## config.mk

```make
export PLATFORM = sky130hd
export DESIGN_NAME = fsr_regs
export DESIGN_NICKNAME = d
export VERILOG_FILES = /design/src/core/fsr_pkg.sv /design/src/core/fsr_regs.sv
export SDC_FILE = /design/constraint.sdc
export NUM_CORES = 1
export LEC_CHECK = 0
export ABC_AREA = 1
export BUFFER_PORTS_ARGS = -buffer_cell sky130_fd_sc_hd__buf_2
export CORE_ASPECT_RATIO = 0.9
export CORE_MARGIN = 2
export CORE_UTILIZATION = 40
export DETAILED_ROUTE_END_ITERATION = 12
export GPL_TIMING_DRIVEN = 0
export HOLD_SLACK_MARGIN = 0.15
export SYNTH_ARGS = -nofsm -noshare
export SYNTH_HDL_FRONTEND = slang
export SYNTH_SLANG_ARGS = --single-unit
```

## constraint.sdc

```tcl
create_clock -name ref_clk -period 6 [get_ports ref_clk]
set_input_delay 0.3 -clock ref_clk [delete_from_list [all_inputs] [get_ports ref_clk]]
set_output_delay 0.3 -clock ref_clk [all_outputs]
set_load 0.01 [all_outputs]
```

## src/core/fsr_pkg.sv

```systemverilog
// Package for the flowmeter status and time register slice
package fsr_pkg;
  // Register addresses (non-compatible word addressing)
  localparam logic [15:0] ADDR_PATH6_ALARM  = 16'h138f;
  localparam logic [15:0] ADDR_INPUT_ALARM  = 16'h1390;
  localparam logic [15:0] ADDR_TOTAL_STATUS = 16'h1391;
  localparam logic [15:0] ADDR_LOOPBACK     = 16'h157c;
  localparam logic [15:0] ADDR_EPOCH        = 16'h157d;
  // Holding range bounds, inclusive
  localparam logic [15:0] HOLD_LO           = 16'h157c;
  localparam logic [15:0] HOLD_HI           = 16'h176f;
  // Field positions
  localparam int BIT_SIGNAL_MISSING = 3;
  localparam int BIT_TEMP_OOR       = 0;
  localparam int BIT_TEMP_SUBST     = 1;
  localparam int BIT_FWD_WRAP       = 1;
  localparam int BIT_REV_WRAP       = 5;
  localparam int BIT_FAIL_FWD_WRAP  = 9;
  localparam int BIT_FAIL_REV_WRAP  = 13;
  // Override mode encodings
  localparam logic [1:0] OVR_MODE_OFF   = 2'h0;
  localparam logic [1:0] OVR_MODE_ONE   = 2'h1;
  localparam logic [1:0] OVR_MODE_TWO   = 2'h2;
  localparam logic [1:0] OVR_MODE_THREE = 2'h3;
  // Reset values
  localparam logic [31:0] RST_WORD = 32'h0000_0000;
  localparam logic [15:0] RST_HALF = 16'h0000;
  // Clock rate and one-second tick
  localparam int unsigned CLK_HZ = 20_000_000;
  localparam int unsigned SEC_S  = 1;
  localparam int unsigned TICKS_PER_SEC = CLK_HZ * SEC_S;
  // Register access from the serial protocol engine, one 16-bit half per access
  typedef struct packed {
    logic        rd;
    logic        wr;
    logic [15:0] addr;
    logic        hi_half;
    logic [15:0] wdata;
  } fsr_req_t;
  // Totaliser index
  typedef enum logic [1:0] {
    FSR_TOT_FWD      = 2'h0,
    FSR_TOT_REV      = 2'h1,
    FSR_TOT_FAIL_FWD = 2'h3,
    FSR_TOT_FAIL_REV = 2'h2
  } fsr_tot_t;
endpackage

```

## src/core/fsr_regs.sv

```systemverilog
// Status, totaliser, loopback and clock register slice of the flowmeter map
//
// Functional notes
// - Path six signal lost sets bit 3
// - Temp override alarm when enabled, mode 1/2
// - Mode 3 override raises no alarm
// - Totaliser wraps to zero, sets rollover bit
// - Rollover bits at 1, 5, 9, 13
// - Loopback test word stored, read back
// - Epoch seconds counter from real-time clock
// - Bus writes to epoch seconds ignored
// - Holding values accessed as two halves
module fsr_regs #(
  parameter int unsigned TOT_W         = 32,
  parameter int unsigned TICKS_PER_SEC = fsr_pkg::TICKS_PER_SEC
) (
  // Clock and asynchronous reset
  input  wire logic                ref_clk,
  input  wire logic                resetn,
  // Register access, one 16-bit half per request
  input  wire fsr_pkg::fsr_req_t   bus_req,
  // Answer to each request, one cycle later
  output logic [15:0]              bus_rdata,
  output logic                     bus_rvalid,
  output logic                     bus_err,
  // Alarm causes from the measurement side, not on this clock
  input  wire logic                path_signal_missing_flag,
  input  wire logic                temp_out_of_range_flag,
  input  wire logic                temp_manual_in_use,
  // Alarm parameter and override selection, on this clock
  input  wire logic                temp_subst_alarm_enable,
  input  wire logic [1:0]          temp_override_mode,
  // Totaliser steps and rollover flag clears
  input  wire logic [3:0]          tot_inc_valid,
  input  wire logic [4*TOT_W-1:0]  tot_inc,
  input  wire logic [3:0]          tot_wrap_clear,
  // Configuration path that sets the real-time clock
  input  wire logic                clock_set,
  input  wire logic [31:0]         clock_set_value,
  // Running totals and clock seconds for the rest of the meter
  output logic [4*TOT_W-1:0]       tot_value,
  output logic [31:0]              epoch_seconds
);

  // Two-stage synchronisers for the pin-level alarm inputs
  // Bit 0 signal lost, bit 1 out of range, bit 2 manual value in use
  logic [2:0] sync_a;        // First stage, may go metastable
  logic [2:0] sync_b;        // Second stage, the only one logic reads
  logic [2:0] next_sync_a;
  logic [2:0] next_sync_b;
  logic       sig_missing;   // Synchronised signal-lost level
  logic       temp_oor;      // Synchronised out-of-range level
  logic       temp_manual;   // Synchronised manual-value-in-use level

  // Next values of both stages: the first takes the pins,
  // the second takes the first; nothing else reads stage one
  always_comb
  begin
    // Pins packed in the same order as the taps below
    next_sync_a = {temp_manual_in_use, temp_out_of_range_flag, path_signal_missing_flag};
    next_sync_b = sync_a;
  end

  // Both stages clear on reset, so no false alarm follows it
  // Levels only: a glitch shorter than a cycle may be missed
  always_ff @(posedge ref_clk or negedge resetn)
  begin
    if (!resetn)
    begin
      sync_a <= '0;
      sync_b <= '0;
    end
    else
    begin
      sync_a <= next_sync_a;
      sync_b <= next_sync_b;
    end
  end

  // Named taps on the second stage
  assign sig_missing = sync_b[0];
  assign temp_oor    = sync_b[1];
  assign temp_manual = sync_b[2];

  // Status words as seen from the bus
  // Only the alarm bits are live; the rest of each word reads zero
  logic [31:0] path6_alarm_status;         // Path six alarm word
  logic [31:0] input_alarm_flags;          // Temperature alarm word
  logic [31:0] totaliser_rollover_status;  // Rollover flags in place
  // Next values of the two alarm words
  logic [31:0] next_path6;
  logic [31:0] next_inputs;

  // Alarm words follow their causes, so they are levels, not sticky
  // A master that needs a latched alarm must poll faster than the cause
  always_comb
  begin
    // Unused bits stay zero
    next_path6  = fsr_pkg::RST_WORD;
    next_inputs = fsr_pkg::RST_WORD;
    // Path six: signal lost while the cause stands
    next_path6[fsr_pkg::BIT_SIGNAL_MISSING] = sig_missing;
    // Out-of-range follows the measured temperature
    next_inputs[fsr_pkg::BIT_TEMP_OOR] = temp_oor;
    // Only modes one and two alarm; mode three stays silent
    // Mode zero means no override, so it is silent as well
    next_inputs[fsr_pkg::BIT_TEMP_SUBST] = temp_manual && temp_subst_alarm_enable &&
      ((temp_override_mode == fsr_pkg::OVR_MODE_ONE) ||
       (temp_override_mode == fsr_pkg::OVR_MODE_TWO));
  end

  // Register the words so a read sees one settled value
  // The flags lag their causes by one more cycle as a result
  always_ff @(posedge ref_clk or negedge resetn)
  begin
    if (!resetn)
    begin
      path6_alarm_status <= fsr_pkg::RST_WORD;
      input_alarm_flags  <= fsr_pkg::RST_WORD;
    end
    else
    begin
      path6_alarm_status <= next_path6;
      input_alarm_flags  <= next_inputs;
    end
  end

  // Totalisers: wrap to zero past the top, keep the remainder
  // Index 0 forward, 1 reverse, 3 failure forward, 2 failure reverse
  // A step larger than the headroom still wraps once and keeps the rest
  logic [4*TOT_W-1:0] next_tot;   // Next value of all four totals
  logic [3:0]         wrap;       // Sticky rollover flags
  logic [3:0]         next_wrap;  // Next rollover flags

  always_comb
  begin
    logic [TOT_W:0] sum;
    // Defaults: totals and flags hold
    sum       = '0;
    next_tot  = tot_value;
    next_wrap = wrap;
    // Four totalisers handled alike
    for (int i = 0; i < 4; i++)
    begin
      // One extra bit catches the carry out of the top
      sum = {1'b0, tot_value[i*TOT_W +: TOT_W]} + {1'b0, tot_inc[i*TOT_W +: TOT_W]};
      // Clear first so a wrap in the same cycle wins
      if (tot_wrap_clear[i])
        next_wrap[i] = 1'b0;
      // A step without valid leaves the total alone
      if (tot_inc_valid[i])
      begin
        next_tot[i*TOT_W +: TOT_W] = sum[TOT_W-1:0];
        if (sum[TOT_W])
          next_wrap[i] = 1'b1;
      end
    end
  end

  // Totals and sticky rollover flags; a flag stays until cleared
  // Totals restart from zero on reset, like a fresh meter
  always_ff @(posedge ref_clk or negedge resetn)
  begin
    if (!resetn)
    begin
      tot_value <= '0;
      wrap      <= '0;
    end
    else
    begin
      tot_value <= next_tot;
      wrap      <= next_wrap;
    end
  end

  // Rollover bits placed at their fixed positions
  // Pure wiring: unused bits read as zero
  // Flags are kept in totaliser order and spread out here
  always_comb
  begin
    totaliser_rollover_status = fsr_pkg::RST_WORD;
    totaliser_rollover_status[fsr_pkg::BIT_FWD_WRAP]      = wrap[fsr_pkg::FSR_TOT_FWD];
    totaliser_rollover_status[fsr_pkg::BIT_REV_WRAP]      = wrap[fsr_pkg::FSR_TOT_REV];
    totaliser_rollover_status[fsr_pkg::BIT_FAIL_FWD_WRAP] = wrap[fsr_pkg::FSR_TOT_FAIL_FWD];
    totaliser_rollover_status[fsr_pkg::BIT_FAIL_REV_WRAP] = wrap[fsr_pkg::FSR_TOT_FAIL_REV];
  end

  // Real-time clock: prescaler and seconds counter
  // Prescaler counts clock cycles up to one second
  logic [31:0] prescale;       // Cycles into the current second
  logic [31:0] next_prescale;  // Next prescaler count
  logic [31:0] next_epoch;     // Next seconds count

  always_comb
  begin
    // Default: count on, seconds hold
    next_prescale = prescale + 32'h1;
    next_epoch    = epoch_seconds;
    // One second has passed once the prescaler reaches its top
    // The top comes from a parameter so a bench may shorten it
    if (prescale == 32'(TICKS_PER_SEC - 1))
    begin
      next_prescale = 32'h0;
      next_epoch    = epoch_seconds + 32'h1;
    end
    // Only the configuration path sets the clock, never the bus
    // A load also restarts the prescaler, so the first second is whole
    if (clock_set)
    begin
      next_prescale = 32'h0;
      next_epoch    = clock_set_value;
    end
  end

  // Seconds start from zero on reset until the clock is set
  // No calendar here: the count wraps once its 32 bits are used up
  always_ff @(posedge ref_clk or negedge resetn)
  begin
    if (!resetn)
    begin
      prescale      <= fsr_pkg::RST_WORD;
      epoch_seconds <= fsr_pkg::RST_WORD;
    end
    else
    begin
      prescale      <= next_prescale;
      epoch_seconds <= next_epoch;
    end
  end

  // Loopback word and bus answer
  // The loopback word touches nothing else in the meter
  // Unmapped reads and stray writes are refused with an error pulse
  logic [31:0] loopback_test_word;  // Stored test word
  logic [31:0] next_loop;           // Next test word
  logic [15:0] next_rdata;          // Next read half
  logic        next_rvalid;         // Next answer strobe
  logic        next_err;            // Next refusal flag

  // Everything the bus sees is computed here in one pass
  always_comb
  begin
    logic [31:0] word;
    logic        hit;
    word        = fsr_pkg::RST_WORD;
    hit         = 1'b1;
    // Defaults: no answer, loopback word kept
    next_loop   = loopback_test_word;
    next_rdata  = fsr_pkg::RST_HALF;
    next_rvalid = 1'b0;
    next_err    = 1'b0;
    // Decode the address for reads; writes compare it again below
    case (bus_req.addr)
      fsr_pkg::ADDR_PATH6_ALARM:  word = path6_alarm_status;
      fsr_pkg::ADDR_INPUT_ALARM:  word = input_alarm_flags;
      fsr_pkg::ADDR_TOTAL_STATUS: word = totaliser_rollover_status;
      fsr_pkg::ADDR_LOOPBACK:     word = loopback_test_word;
      fsr_pkg::ADDR_EPOCH:        word = epoch_seconds;
      default:                    hit  = 1'b0;
    endcase
    // A read wins if a request carries both strobes
    if (bus_req.rd)
    begin
      next_rvalid = 1'b1;
      // An unmapped read returns zero data with the error
      next_err    = !hit;
      // Each value is served as its high or low half
      next_rdata  = bus_req.hi_half ? word[31:16] : word[15:0];
    end
    // Writes are answered too, so the master sees every request land
    else if (bus_req.wr)
    begin
      next_rvalid = 1'b1;
      // Only the loopback word stores write data
      if (bus_req.addr == fsr_pkg::ADDR_LOOPBACK)
      begin
        // Each half of the loopback word is written on its own
        if (bus_req.hi_half)
          next_loop[31:16] = bus_req.wdata;
        else
          next_loop[15:0] = bus_req.wdata;
      end
      // Epoch and rest of holding range take writes silently
      else if (!((bus_req.addr >= fsr_pkg::HOLD_LO) && (bus_req.addr <= fsr_pkg::HOLD_HI)))
        next_err = 1'b1;
    end
  end

  // Answer registers: each answer stands for exactly one cycle
  // Read data drops back to zero between answers
  always_ff @(posedge ref_clk or negedge resetn)
  begin
    if (!resetn)
    begin
      loopback_test_word <= fsr_pkg::RST_WORD;
      bus_rdata          <= fsr_pkg::RST_HALF;
      bus_rvalid         <= 1'b0;
      bus_err            <= 1'b0;
    end
    else
    begin
      loopback_test_word <= next_loop;
      bus_rdata          <= next_rdata;
      bus_rvalid         <= next_rvalid;
      bus_err            <= next_err;
    end
  end

endmodule

```

==> qor.yml, run 1 <==
initial_core_util: 0.406
leakagePower_nw: 14.9
cp.arrival_ps: 3640
hold-worst-slack_ps: 182
final_common_cell: "nand2_1"
htree_levels: 1
area_growth_pct: 22.6
critPathRequiredTime_ps: 6480
hold_viol: 0
die_x_um: 249
core.rowCount: 80
max_stage_delay_ps: 710
antenna_found_initial: 14
tritoncts: "done"
rsz0062_at_grt: "no"
cts_buffers: 31
grt_pass1_wl_um: 119000
core_area_um2: 53300
criticalPathCategory: "reg -> reg"
maxCapViolations: 0
p_per_area_nw_per_um2: 431
r2r_start: "epoch_seconds[0]"
finalWirelength_um: 77400
clock_skew_ps: 25.8
cp_num_buf_inv: 2
ant_nets: 0
crit_start: "epoch_seconds[0]"
min_from: "tot_inc[113]"
clk_latency_ps: 620
fin_crit_sh: 0.527
crit_top_cell: "nand2_1"
slowest_stage: "dfrtp_1"
setup_viol_count_final: 0
drt-pass1-iter-count: 5
vias_per_cell: 4.93
tightest_slew_ps: 809
slew_viol_final: 0
worst_r2r_endpoint: "epoch_seconds[22]"
dp_hpwl_um: 61400
port_buffers: 388
avgSynthCellArea_um2: 6.16
clkSinkCount: 255
fp.dieH_um: 225
slew_headroom: 0.461
drc: 0
drive_gt1_frac: 0.129
yosys_most_used_dff: "dfrtp_1"
cpLargestDelayFamily: "simple AND/OR/NAND/NOR gates"
grt_max_degree: 98
crit_path_end_kind: "flop"
grt_overflow: 0
syn_area_um2: 21600
grt_pass1_vias: 21800
ys_seq_elements: 255
synth_edf_count: 0
num_vias: 23400
worstSetupStartpointType: "flop"
async_reset_ff_frac: 1.00
die_area_um2: 55900
tns_ps: 0
wire_per_inst_um: 16.3
ys_seq_area_frac: 0.295
synthCells: 3512
worstHoldPathCells: 5
status: "finished clean"
final_nets: 4363
grt_use_total: 0.269
yosysWarnings: 0
num_io_pins: 390
path_clk_slew_ps: 70
layout_common_cells: "nand2_1 (1387), inv_1 (551), buf_2 (394), nor2_1 (310), nand3_1 (273)"
worstPathMaxFanout: 7
clock.fmax_mhz: 316
synth_nets: 3858
cts_root_buffer: "clkbuf_16"
r2r_slack_ps: 2840
final.min_clock_period_ps: 3160
place.gp.congestion: 0.969
hp-class: "in -> reg"
irDropWorstVdd_uv: 274
cts_max_path_buffers: 3
drt_first_iter_violations: 1790
synthDistinctLibCells: 47
whs_endpoint: "tot_value[113]"
cp_cell_sequence: "ha_1 > nand3_1 > inv_1 > nand2_1 > nor2_2 > nand2_1 > nor2_1 > nand2_1 > nand2_1 > nand3_1 > nor2b_1 > dlygate4sd3_1"
reg2reg_depth: 12
## cells in the mapped netlist, types with 8 or more instances
cell type | n | area [um2]
nand2_1 | 1387 | 5210
inv_1 | 551 | 2070
nor2_1 | 310 | 1160
nand3_1 | 273 | 1370
dfrtp_1 | 255 | 6380
ha_1 | 130 | 1630
a21oi_1 | 116 | 581
o21ai_0 | 111 | 556
xnor2_1 | 52 | 455
nor3_1 | 51 | 255
nand4_1 | 43 | 269
clkbuf_1 | 33 | 124
nand3b_1 | 26 | 195
o21ai_1 | 25 | 125
xor2_1 | 20 | 175
o211ai_1 | 11 | 82.6
o21bai_1 | 9 | 67.6
inv_2 | 8 | 30.0
## how the worst max path moves through the flow
stage                              endpoint  depth (start not counted)
after floorplan                     wrap[0]                         10
after global placement          prescale[0]                          1
after detailed placement            wrap[3]                         11
after CTS                 epoch_seconds[22]                         12
after global routing      epoch_seconds[22]                         12
final                     epoch_seconds[22]                         12
## registers in the layout (all words and copies together), names as in the netlist
name / flops
path6_alarm_status: 1
next_sync_b: 3
bus_rvalid: 1
sync_b: 3
bus_err: 1
prescale: 32
input_alarm_flags: 2
tot_value: 128
bus_rdata: 16
epoch_seconds: 32
loopback_test_word: 32
wrap: 4
## area by class of cell
class | count | area, um2
diodes | 11 | 27.5
repair buffers | 472 | 2830
multi-input cells | 2635 | 12800
flip-flops and latches | 255 | 6380
fillers | 5645 | 26700
plain buffers | 57 | 307
clock buffers | 40 | 880
clock inverters | 17 | 288
well taps | 697 | 872
inverters | 565 | 2120
## through the flow
stage | setup WS, ps | cells | total power (W) | instance area (um2) | utilization
floorplan | 4030 | 3512 | 0.00705 | 21600 | -
global placement | -515 | 4597 | 0.00910 | 24400 | 0.459
detailed placement | 3350 | 4599 | 0.00913 | 24500 | 0.460
CTS | 2950 | 4738 | 0.0114 | 26500 | 0.497
global route | 2750 | 4745 | 0.0124 | 26500 | 0.498
finish | 2840 | 4749 | 0.0114 | 26500 | 0.498
## cells by family (layout without fill, tap and decap cells)
family                     after synthesis  count (layout)  share of synthesized area
and+or+nand+nor                       2134            2134                      0.408
buffers and inverters                  622            1151                      0.112
AOI/OAI and AO/OA                      294             294                     0.0755
DFF                                    255             255                      0.295
adders and majority gates              134             134                     0.0789
xor gates and xnor gates                72              72                     0.0292
muxes                                    1               1                   0.000463
other                                    0              11                          0
## routing by layer
| metal | up-vias | GRT usage | wire (um) |
|---|---|---|---|
| li1 | 12000 | - | - |
| met1 | 10500 | 0.388 | 37000 |
| met2 | 751 | 0.408 | 32300 |
| met3 | 129 | 0.0457 | 5380 |
| met4 | 4 | 0.0896 | 2690 |
| met5 | - | 0 | 23 |
## worst reg2reg max path, delay by kind of cell (launching register included)
| kind | cells | cell delay [ps] |
|---|---|---|
| buffers and inverters | 2 | 760 |
| adders and majority gates | 1 | 300 |
| DFF | 1 | 710 |
| and+or+nand+nor | 9 | 1290 |
## repair_timing
| item | CTS | global route |
|---|---|---|
| setup buffers | 0 | 0 |
| hold endpoints to repair | 189 | 0 |
| gates resized for setup | 0 | 0 |
| hold buffers | 82 | 0 |
## where the power goes
group,switching [W],total (W),internal [W]
clock network,0.000837,0.00217,0.00133
registers,0.000510,0.00271,0.00220
logic,0.00420,0.00655,0.00235
total,0.00555,0.0114,0.00588
Note: power is estimated with default switching activity, not from simulation.
==> run 2, diff against run 1 <==
ABC_AREA = 0   (was 1)
clock period = 3.1 ns   (was 6 ns; I/O delays follow)
==> run 2 against run 1 <==
The flow now finishes with violations (setup timing); combinational power grew 77%; clock power increased by 70%; area after synthesis shrank 22%; flip-flop and latch count is the same; synthesized cell count shrank 52%; final cell count down 40%; global-route usage is 3.7 points lower; non-clock buffer count is 68 higher; core utilization increased by 3.9 points; final area decreased by 15%; hold slack got worse by 51 ps; via count is 34% lower; largest power group unchanged.
==> qor.yml, run 2 <==
status: "finished, violations left"  # was finished clean
violations: "setup timing"
hp-class: "in -> async"  # was in -> reg
hold-worst-slack_ps: 132  # was 182 ps
drt-pass1-iter-count: 7  # was 5
worstSetupStartpointType: "flop"  # unchanged
final.min_clock_period_ps: 3120  # was 3160 ps
maxCapViolations: 0  # unchanged
yosys-top-cells-area: "dfrtp_1 (38%), ha_1 (9.6%), mux2_2 (9.2%)"  # was dfrtp_1 (30%), nand2_1 (24%), inv_1 (9.6%)
tightest_slew_ps: 924  # was 809 ps
synth_top_area_cell: "dfrtp_1"  # unchanged
drive_gt1_frac: 0.292  # was 0.129
slew_viol_final: 0  # unchanged
synth_nets: 2049  # was 3858
port_buffers: 384  # was 388
clkSinkCount: 255  # unchanged
grt_overflow: 0  # unchanged
cts_max_path_buffers: 3  # unchanged
grt_pass1_vias: 15100  # was 21800
critPathRequiredTime_ps: 3570  # was 6480 ps
yosysWarnings: 0  # unchanged
core.rowCount: 71  # was 80
synth.most_common_cell: "dfrtp_1"  # was nand2_1
drc: 0  # unchanged
die_x_um: 221  # was 249 um
r2r_start: "tot_value[0]"  # was epoch_seconds[0]
nFillCells: 3854  # was 5645
r2r_slack_ps: -20  # was 2840 ps
top_register: "tot_value"  # unchanged
swShare: 0.412  # was 0.486
hold_viol: 0  # unchanged
layout_common_cells: "buf_2 (384), dfrtp_1 (255), nand2_1 (141), mux2_2 (137), dlygate4sd3_1 (132)"  # was nand2_1 (1387), inv_1 (551), buf_2 (394), nor2_1 (310), nand3_1 (273)
ant_nets: 0  # unchanged
antenna_found_initial: 8  # was 14
num_io_pins: 390  # unchanged
clock.fmax_mhz: 321  # was 316 MHz
final_common_cell: "buf_2"  # was nand2_1
htree_levels: 1  # unchanged
synthCells: 1703  # was 3512
synth_top_cells_by_count: "dfrtp_1 (255), nand2_1 (142), mux2_2 (138), ha_1 (130), a21oi_1 (122)"  # was nand2_1 (1387), inv_1 (551), nor2_1 (310), nand3_1 (273), dfrtp_1 (255)
drt_first_iter_violations: 977  # was 1790
comb_power_share: 0.566  # was 0.573
vias_per_cell: 5.39  # was 4.93
async_reset_ff_frac: 1.00  # unchanged
dp_cells: 2636  # was 4599
cts_root_buffer: "clkbuf_16"  # unchanged
pwr-share-seq: 0.254  # was 0.237
cts_buffers: 31  # unchanged
clk_latency_ps: 590  # was 620 ps
criticalPathCategory: "reg -> reg"  # unchanged
initial_core_util: 0.405  # was 0.406
grt_pass1_wl_um: 81000  # was 119000 um
p_clk_frac: 0.180  # was 0.190
worstPathMaxFanout: 5  # was 7
core_area_um2: 41800  # was 53300 um2
design_area_um2: 22400  # was 26500 um2
fp.dieH_um: 199  # was 225 um
irDropWorstVdd_uv: 666  # was 274 uV
wire_per_inst_um: 18.6  # was 16.3 um
fin_util: 0.537  # was 0.498
final_cells: 2854  # was 4749
fin_crit_sh: 1.01  # was 0.527
num_vias: 15400  # was 23400
ys_seq_area_frac: 0.377  # was 0.295
leakagePower_nw: 10.5  # was 14.9 nW
reg2reg_depth: 12  # unchanged
rsz0062_at_grt: "yes"  # was no
grt_use_total: 0.233  # was 0.269
ys_seq_elements: 255  # unchanged
tritoncts: "done"  # unchanged
p_int_w: 0.0120  # was 0.00588 W
path_clk_slew_ps: 60  # was 70 ps
worst_r2r_endpoint: "tot_value[30]"  # was epoch_seconds[22]
syn_area_um2: 16900  # was 21600 um2
synthDistinctLibCells: 77  # was 47
largest_reg_flops: 128  # unchanged
place.gp.congestion: 0.888  # was 0.969
synth_edf_count: 0  # unchanged
area_growth_pct: 32.5  # was 22.6%
slew_headroom: 0.378  # was 0.461
p_switching_w: 0.00844  # was 0.00555 W
synth_top_area_share: 0.377  # was 0.295
postPlaceCellArea_um2: 19600  # was 24500 um2
grt_max_degree: 113  # was 98
crit_path_end_kind: "flop"  # unchanged
setup_viol_count_final: 1  # was 0
die_area_um2: 43900  # was 55900 um2
dp_hpwl_um: 40100  # was 61400 um
cp.arrival_ps: 3590  # was 3640 ps
fin_ws_ps: -16.9  # was 2840 ps
final_nets: 2623  # was 4363
dpl_worst_slack_ps: -401  # was 3350 ps
p_per_area_nw_per_um2: 913  # was 431 nW/um2
avgSynthCellArea_um2: 9.93  # was 6.16 um2
yosys_most_used_dff: "dfrtp_1"  # unchanged
finalWirelength_um: 53200  # was 77400 um
clock_skew_ps: 27.3  # was 25.8 ps
==> run 2: cell count changes after synthesis, sizes merged, moves of 15 or more <==
cell	delta
a31oi	+16
nand2	-1249
inv	-526
and3	+40
nor3	-39
buf	-15
nor2	-222
nand3b	-22
xnor2	+28
nand3	-229
xor2	+66
mux2	+138
a21o	+67
o21ai	-28
==> run 2: how the worst max path moves through the flow <==
stage / start / to / slack (ps) / cells after the start
after CTS: tot_value[64] / wrap[2] / -20 / 11
after global routing: tot_value[64] / wrap[2] / -100 / 11
after floorplan: tot_value[0] / tot_value[30] / 190 / 11
after detailed placement: tot_value[64] / wrap[2] / -400 / 11
after global placement: resetn / tot_value[69] / -3210 / 1
final: tot_value[0] / tot_value[30] / -20 / 12
==> run 2: layout make-up <==
cell class	count	area (um2)	area share
plain buffers	54	204	0.00910
clock inverters	12	139	0.00620
repair buffers	543	3510	0.157
well taps	547	684	0.0305
multi-input cells	1358	10500	0.467
flip-flops and latches	255	6380	0.285
diodes	6	15.0	0.000670
inverters	34	128	0.00570
clock buffers	45	878	0.0392
==> run 2: metal layers <==
layer / global-route usage / vias up / share of wire
met2: 0.369 / 401 / 0.45
met3: 0.0364 / 95 / 0.051
met4: 0.0746 / 2 / 0.032
met5: 0 / - / 0.00024
met1: 0.325 / 7450 / 0.46
li1: - / 7439 / -
==> run 2: power groups by stage <==
stage	logic [W]	clock network (W)	registers, W
after global routing	0.0128	0.00395	0.00533
after detailed placement	0.0106	0	0.00523
after floorplan	0.00739	0	0.00546
after CTS	0.0110	0.00381	0.00518
after global placement	0.0104	0	0.00518
final	0.0116	0.00369	0.00519
==> run 2: worst max-delay path, cell delays in order (launching register included) <==
cell and delay (ps):
dfrtp_1 410, ha_4 180, fa_2 400, a211oi_2 300, o21bai_2 130, a41o_1 310, a32oi_2 250, buf_4 160
o21ai_4 70, a41o_1 290, a21boi_2 180, xnor2_1 80, mux2_2 260
==> run 2: per-stage QoR <==
stage	power (W)	setup TNS, ps
floorplan	0.0129	0
global placement	0.0156	-810310
detailed placement	0.0158	-2130
CTS	0.0200	-20.6
global route	0.0221	-380
finish	0.0205	-16.9
==> run 2: what timing repair did <==
| action | CTS | global route |
|---|---|---|
| gates resized for setup | 20 | 35 |
| hold buffers | 132 | 0 |
| hold endpoints to repair | 332 | 0 |
| endpoints found under the setup margin | 22 | 53 |
| pin swaps | 6 | 34 |
| buffers inserted | 3 | 22 |
==> run 2: logic make-up (layout without fill, tap and decap cells) <==
logic type,count (synthesis),in the layout,share of synthesized area
flip-flops,255,255,0.377
buffers and inverters,90,688,0.0201
XOR/XNOR,166,166,0.0860
adder cells (fa/ha/maj),134,134,0.101
multiplexers,157,157,0.113
other,0,6,0
AO/OA/AOI/OAI,448,448,0.170
AND/OR/NAND/NOR,453,453,0.133
==> run 3, diff against run 2 <==
CORE_ASPECT_RATIO = 0.75   (was 0.9)
CORE_UTILIZATION = 35   (was 40)
==> run 3 against run 2 <==
Hold slack improved by 35 ps; via count is 0.93% higher; die area up 14%; core utilization down 6.1 points; the run now ends clean.
==> qor.yml, run 3 (synthesized netlist as in run 2, its figures left out) <==
status: "finished clean"  # was finished, violations left
power_w: 0.0205  # about the same
dp_hpwl_um: 41200  # was 40100 um
critPathRequiredTime_ps: 3570  # about the same
grt_overflow: 0  # unchanged
grt_max_degree: 105  # was 113
criticalPathCategory: "reg -> reg"  # unchanged
r2r_start: "tot_value[0]"  # unchanged
top_register: "tot_value"  # unchanged
htree_levels: 1  # unchanged
fin_util: 0.475  # was 0.537
die_x_um: 258  # was 221 um
tightest_slew_ps: 957  # was 924 ps
crit_start: "tot_value[0]"  # unchanged
place.gp.congestion: 0.891  # was 0.888
finalWirelength_um: 54700  # was 53200 um
postPlaceCellArea_um2: 19700  # was 19600 um2
drc: 0  # unchanged
cts_max_path_buffers: 3  # unchanged
cts_root_buffer: "clkbuf_16"  # unchanged
slew_headroom: 0.360  # was 0.378
tritoncts: "done"  # unchanged
num_io_pins: 390  # unchanged
irDropWorstVdd_uv: 627  # was 666 uV
die_area_um2: 50100  # was 43900 um2
grt_use_total: 0.211  # was 0.233
clock.fmax_mhz: 329  # was 321 MHz
worstHoldPathCells: 6
min_from: "bus_req[18]"
wire_per_inst_um: 18.5  # was 18.6 um
path_clk_slew_ps: 60  # about the same
initial_core_util: 0.355  # was 0.405
final_common_cell: "buf_2"  # unchanged
tns_ps: 0  # was -16.9 ps
p_per_area_nw_per_um2: 906  # was 913 nW/um2
clk_latency_ps: 590  # about the same
dp_cells: 2728  # was 2636
num_vias: 15500  # was 15400
leakagePower_nw: 10.6  # was 10.5 nW
area_growth_pct: 33.7  # was 32.5%
drive_gt1_frac: 0.291  # was 0.292
final_cells: 2951  # was 2854
cts_buffers: 31  # unchanged
grt_pass1_vias: 15300  # was 15100
clkSinkCount: 255  # unchanged
rsz0062_at_grt: "yes"  # unchanged
largest_reg_flops: 128  # unchanged
vias_per_cell: 5.26  # was 5.39
final.min_clock_period_ps: 3040  # was 3120 ps
worstPathMaxFanout: 4  # was 5
setup_viol_count_final: 0  # was 1
layout_common_cells: "buf_2 (383), dfrtp_1 (255), dlygate4sd3_1 (146), nand2_1 (141), mux2_2 (138)"  # was buf_2 (384), dfrtp_1 (255), nand2_1 (141), mux2_2 (137), dlygate4sd3_1 (132)
design_area_um2: 22600  # was 22400 um2
antenna_found_initial: 3  # was 8
slew_viol_final: 0  # unchanged
port_buffers: 384  # unchanged
maxCapViolations: 0  # unchanged
cp.arrival_ps: 3500  # was 3590 ps
grt_pass1_wl_um: 85200  # was 81000 um
ant_nets: 0  # unchanged
reg2reg_depth: 11  # was 12
hp-class: "in -> reg"  # was in -> async
worstSetupStartpointType: "flop"  # unchanged
drt_first_iter_violations: 906  # was 977
worst_r2r_endpoint: "tot_value[28]"  # was tot_value[30]
final_nets: 2631  # was 2623
drt-pass1-iter-count: 8  # was 7
fp.dieH_um: 194  # was 199 um
hold_viol: 0  # unchanged
crit_path_end_kind: "flop"  # unchanged
r2r_slack_ps: 60  # was -20 ps
fin_crit_sh: 0.980  # was 1.01
core.rowCount: 69  # was 71
core_area_um2: 47600  # was 41800 um2
whs_endpoint: "bus_rdata[1]"
clock_skew_ps: 15.0  # was 27.3 ps
[run 3: changes by cell type in the layout (fill, tap and decap cells not counted), sizes merged]
cell | previous run | this run
bufinv | 3 | 1
inv | 34 | 35
dlygate4sd3 | 132 | 146
diode | 6 | 4
clkinvlp | 0 | 2
buf | 420 | 412
[run 3: stage by stage]
step                      hold slack, ps  setup WS (ps)
final                                166           63.2
after floorplan                     -141            189
after global routing                 172          -38.6
after detailed placement             192           -368
after CTS                            150          -5.52
after global placement               266          -3200
[run 3: worst max-delay path by stage]
stage	depth (start not counted)	to	slack, ps
final	11	tot_value[28]	60
after global routing	11	wrap[2]	-40
after CTS	10	tot_value[95]	-6
after detailed placement	11	wrap[2]	-370
after global placement	1	epoch_seconds[7]	-3200
after floorplan	11	tot_value[30]	190
[run 3: report_power, final]
group,internal (W),switching [W]
clock network,0.00212,0.00155
logic,0.00548,0.00613
registers,0.00432,0.000887
total,0.0119,0.00857
[run 3: critical path, stage by stage (launching register included)]
cell      delay (ps)
dfrtp_1          420
ha_4             190
fa_2             430
a211oi_2         280
o21bai_2         110
a41o_1           320
a32oi_4          260
o21ai_4           90
a41o_1           280
buf_4            150
xor2_1           120
mux2_2           260
[run 3: final cells by class]
cell class / count / area, um2
Tap cell: 639 / 800
Multi-Input combinational cell: 1358 / 10500
Fill cell: 4447 / 25000
Inverter: 34 / 128
Buffer: 55 / 211
Sequential cell: 255 / 6380
Clock inverter: 13 / 105
Antenna cell: 4 / 10.0
Clock buffer: 43 / 911
Timing Repair Buffer: 550 / 3580
[run 3: timing repair]
item,4_1_cts,5_1_grt
pin swaps,8,28
buffers inserted,4,14
resized for setup,18,40
hold buffers,146,0
endpoints found under the setup margin,17,71
endpoints found under the hold margin,237,0
[run 3: metal layers]
metal,track usage,part of all wire,vias to the layer above
li1,-,-,7434
met1,0.295,0.47,7535
met2,0.333,0.45,473
met3,0.0386,0.055,88
met4,0.0567,0.028,0
met5,0,0,-
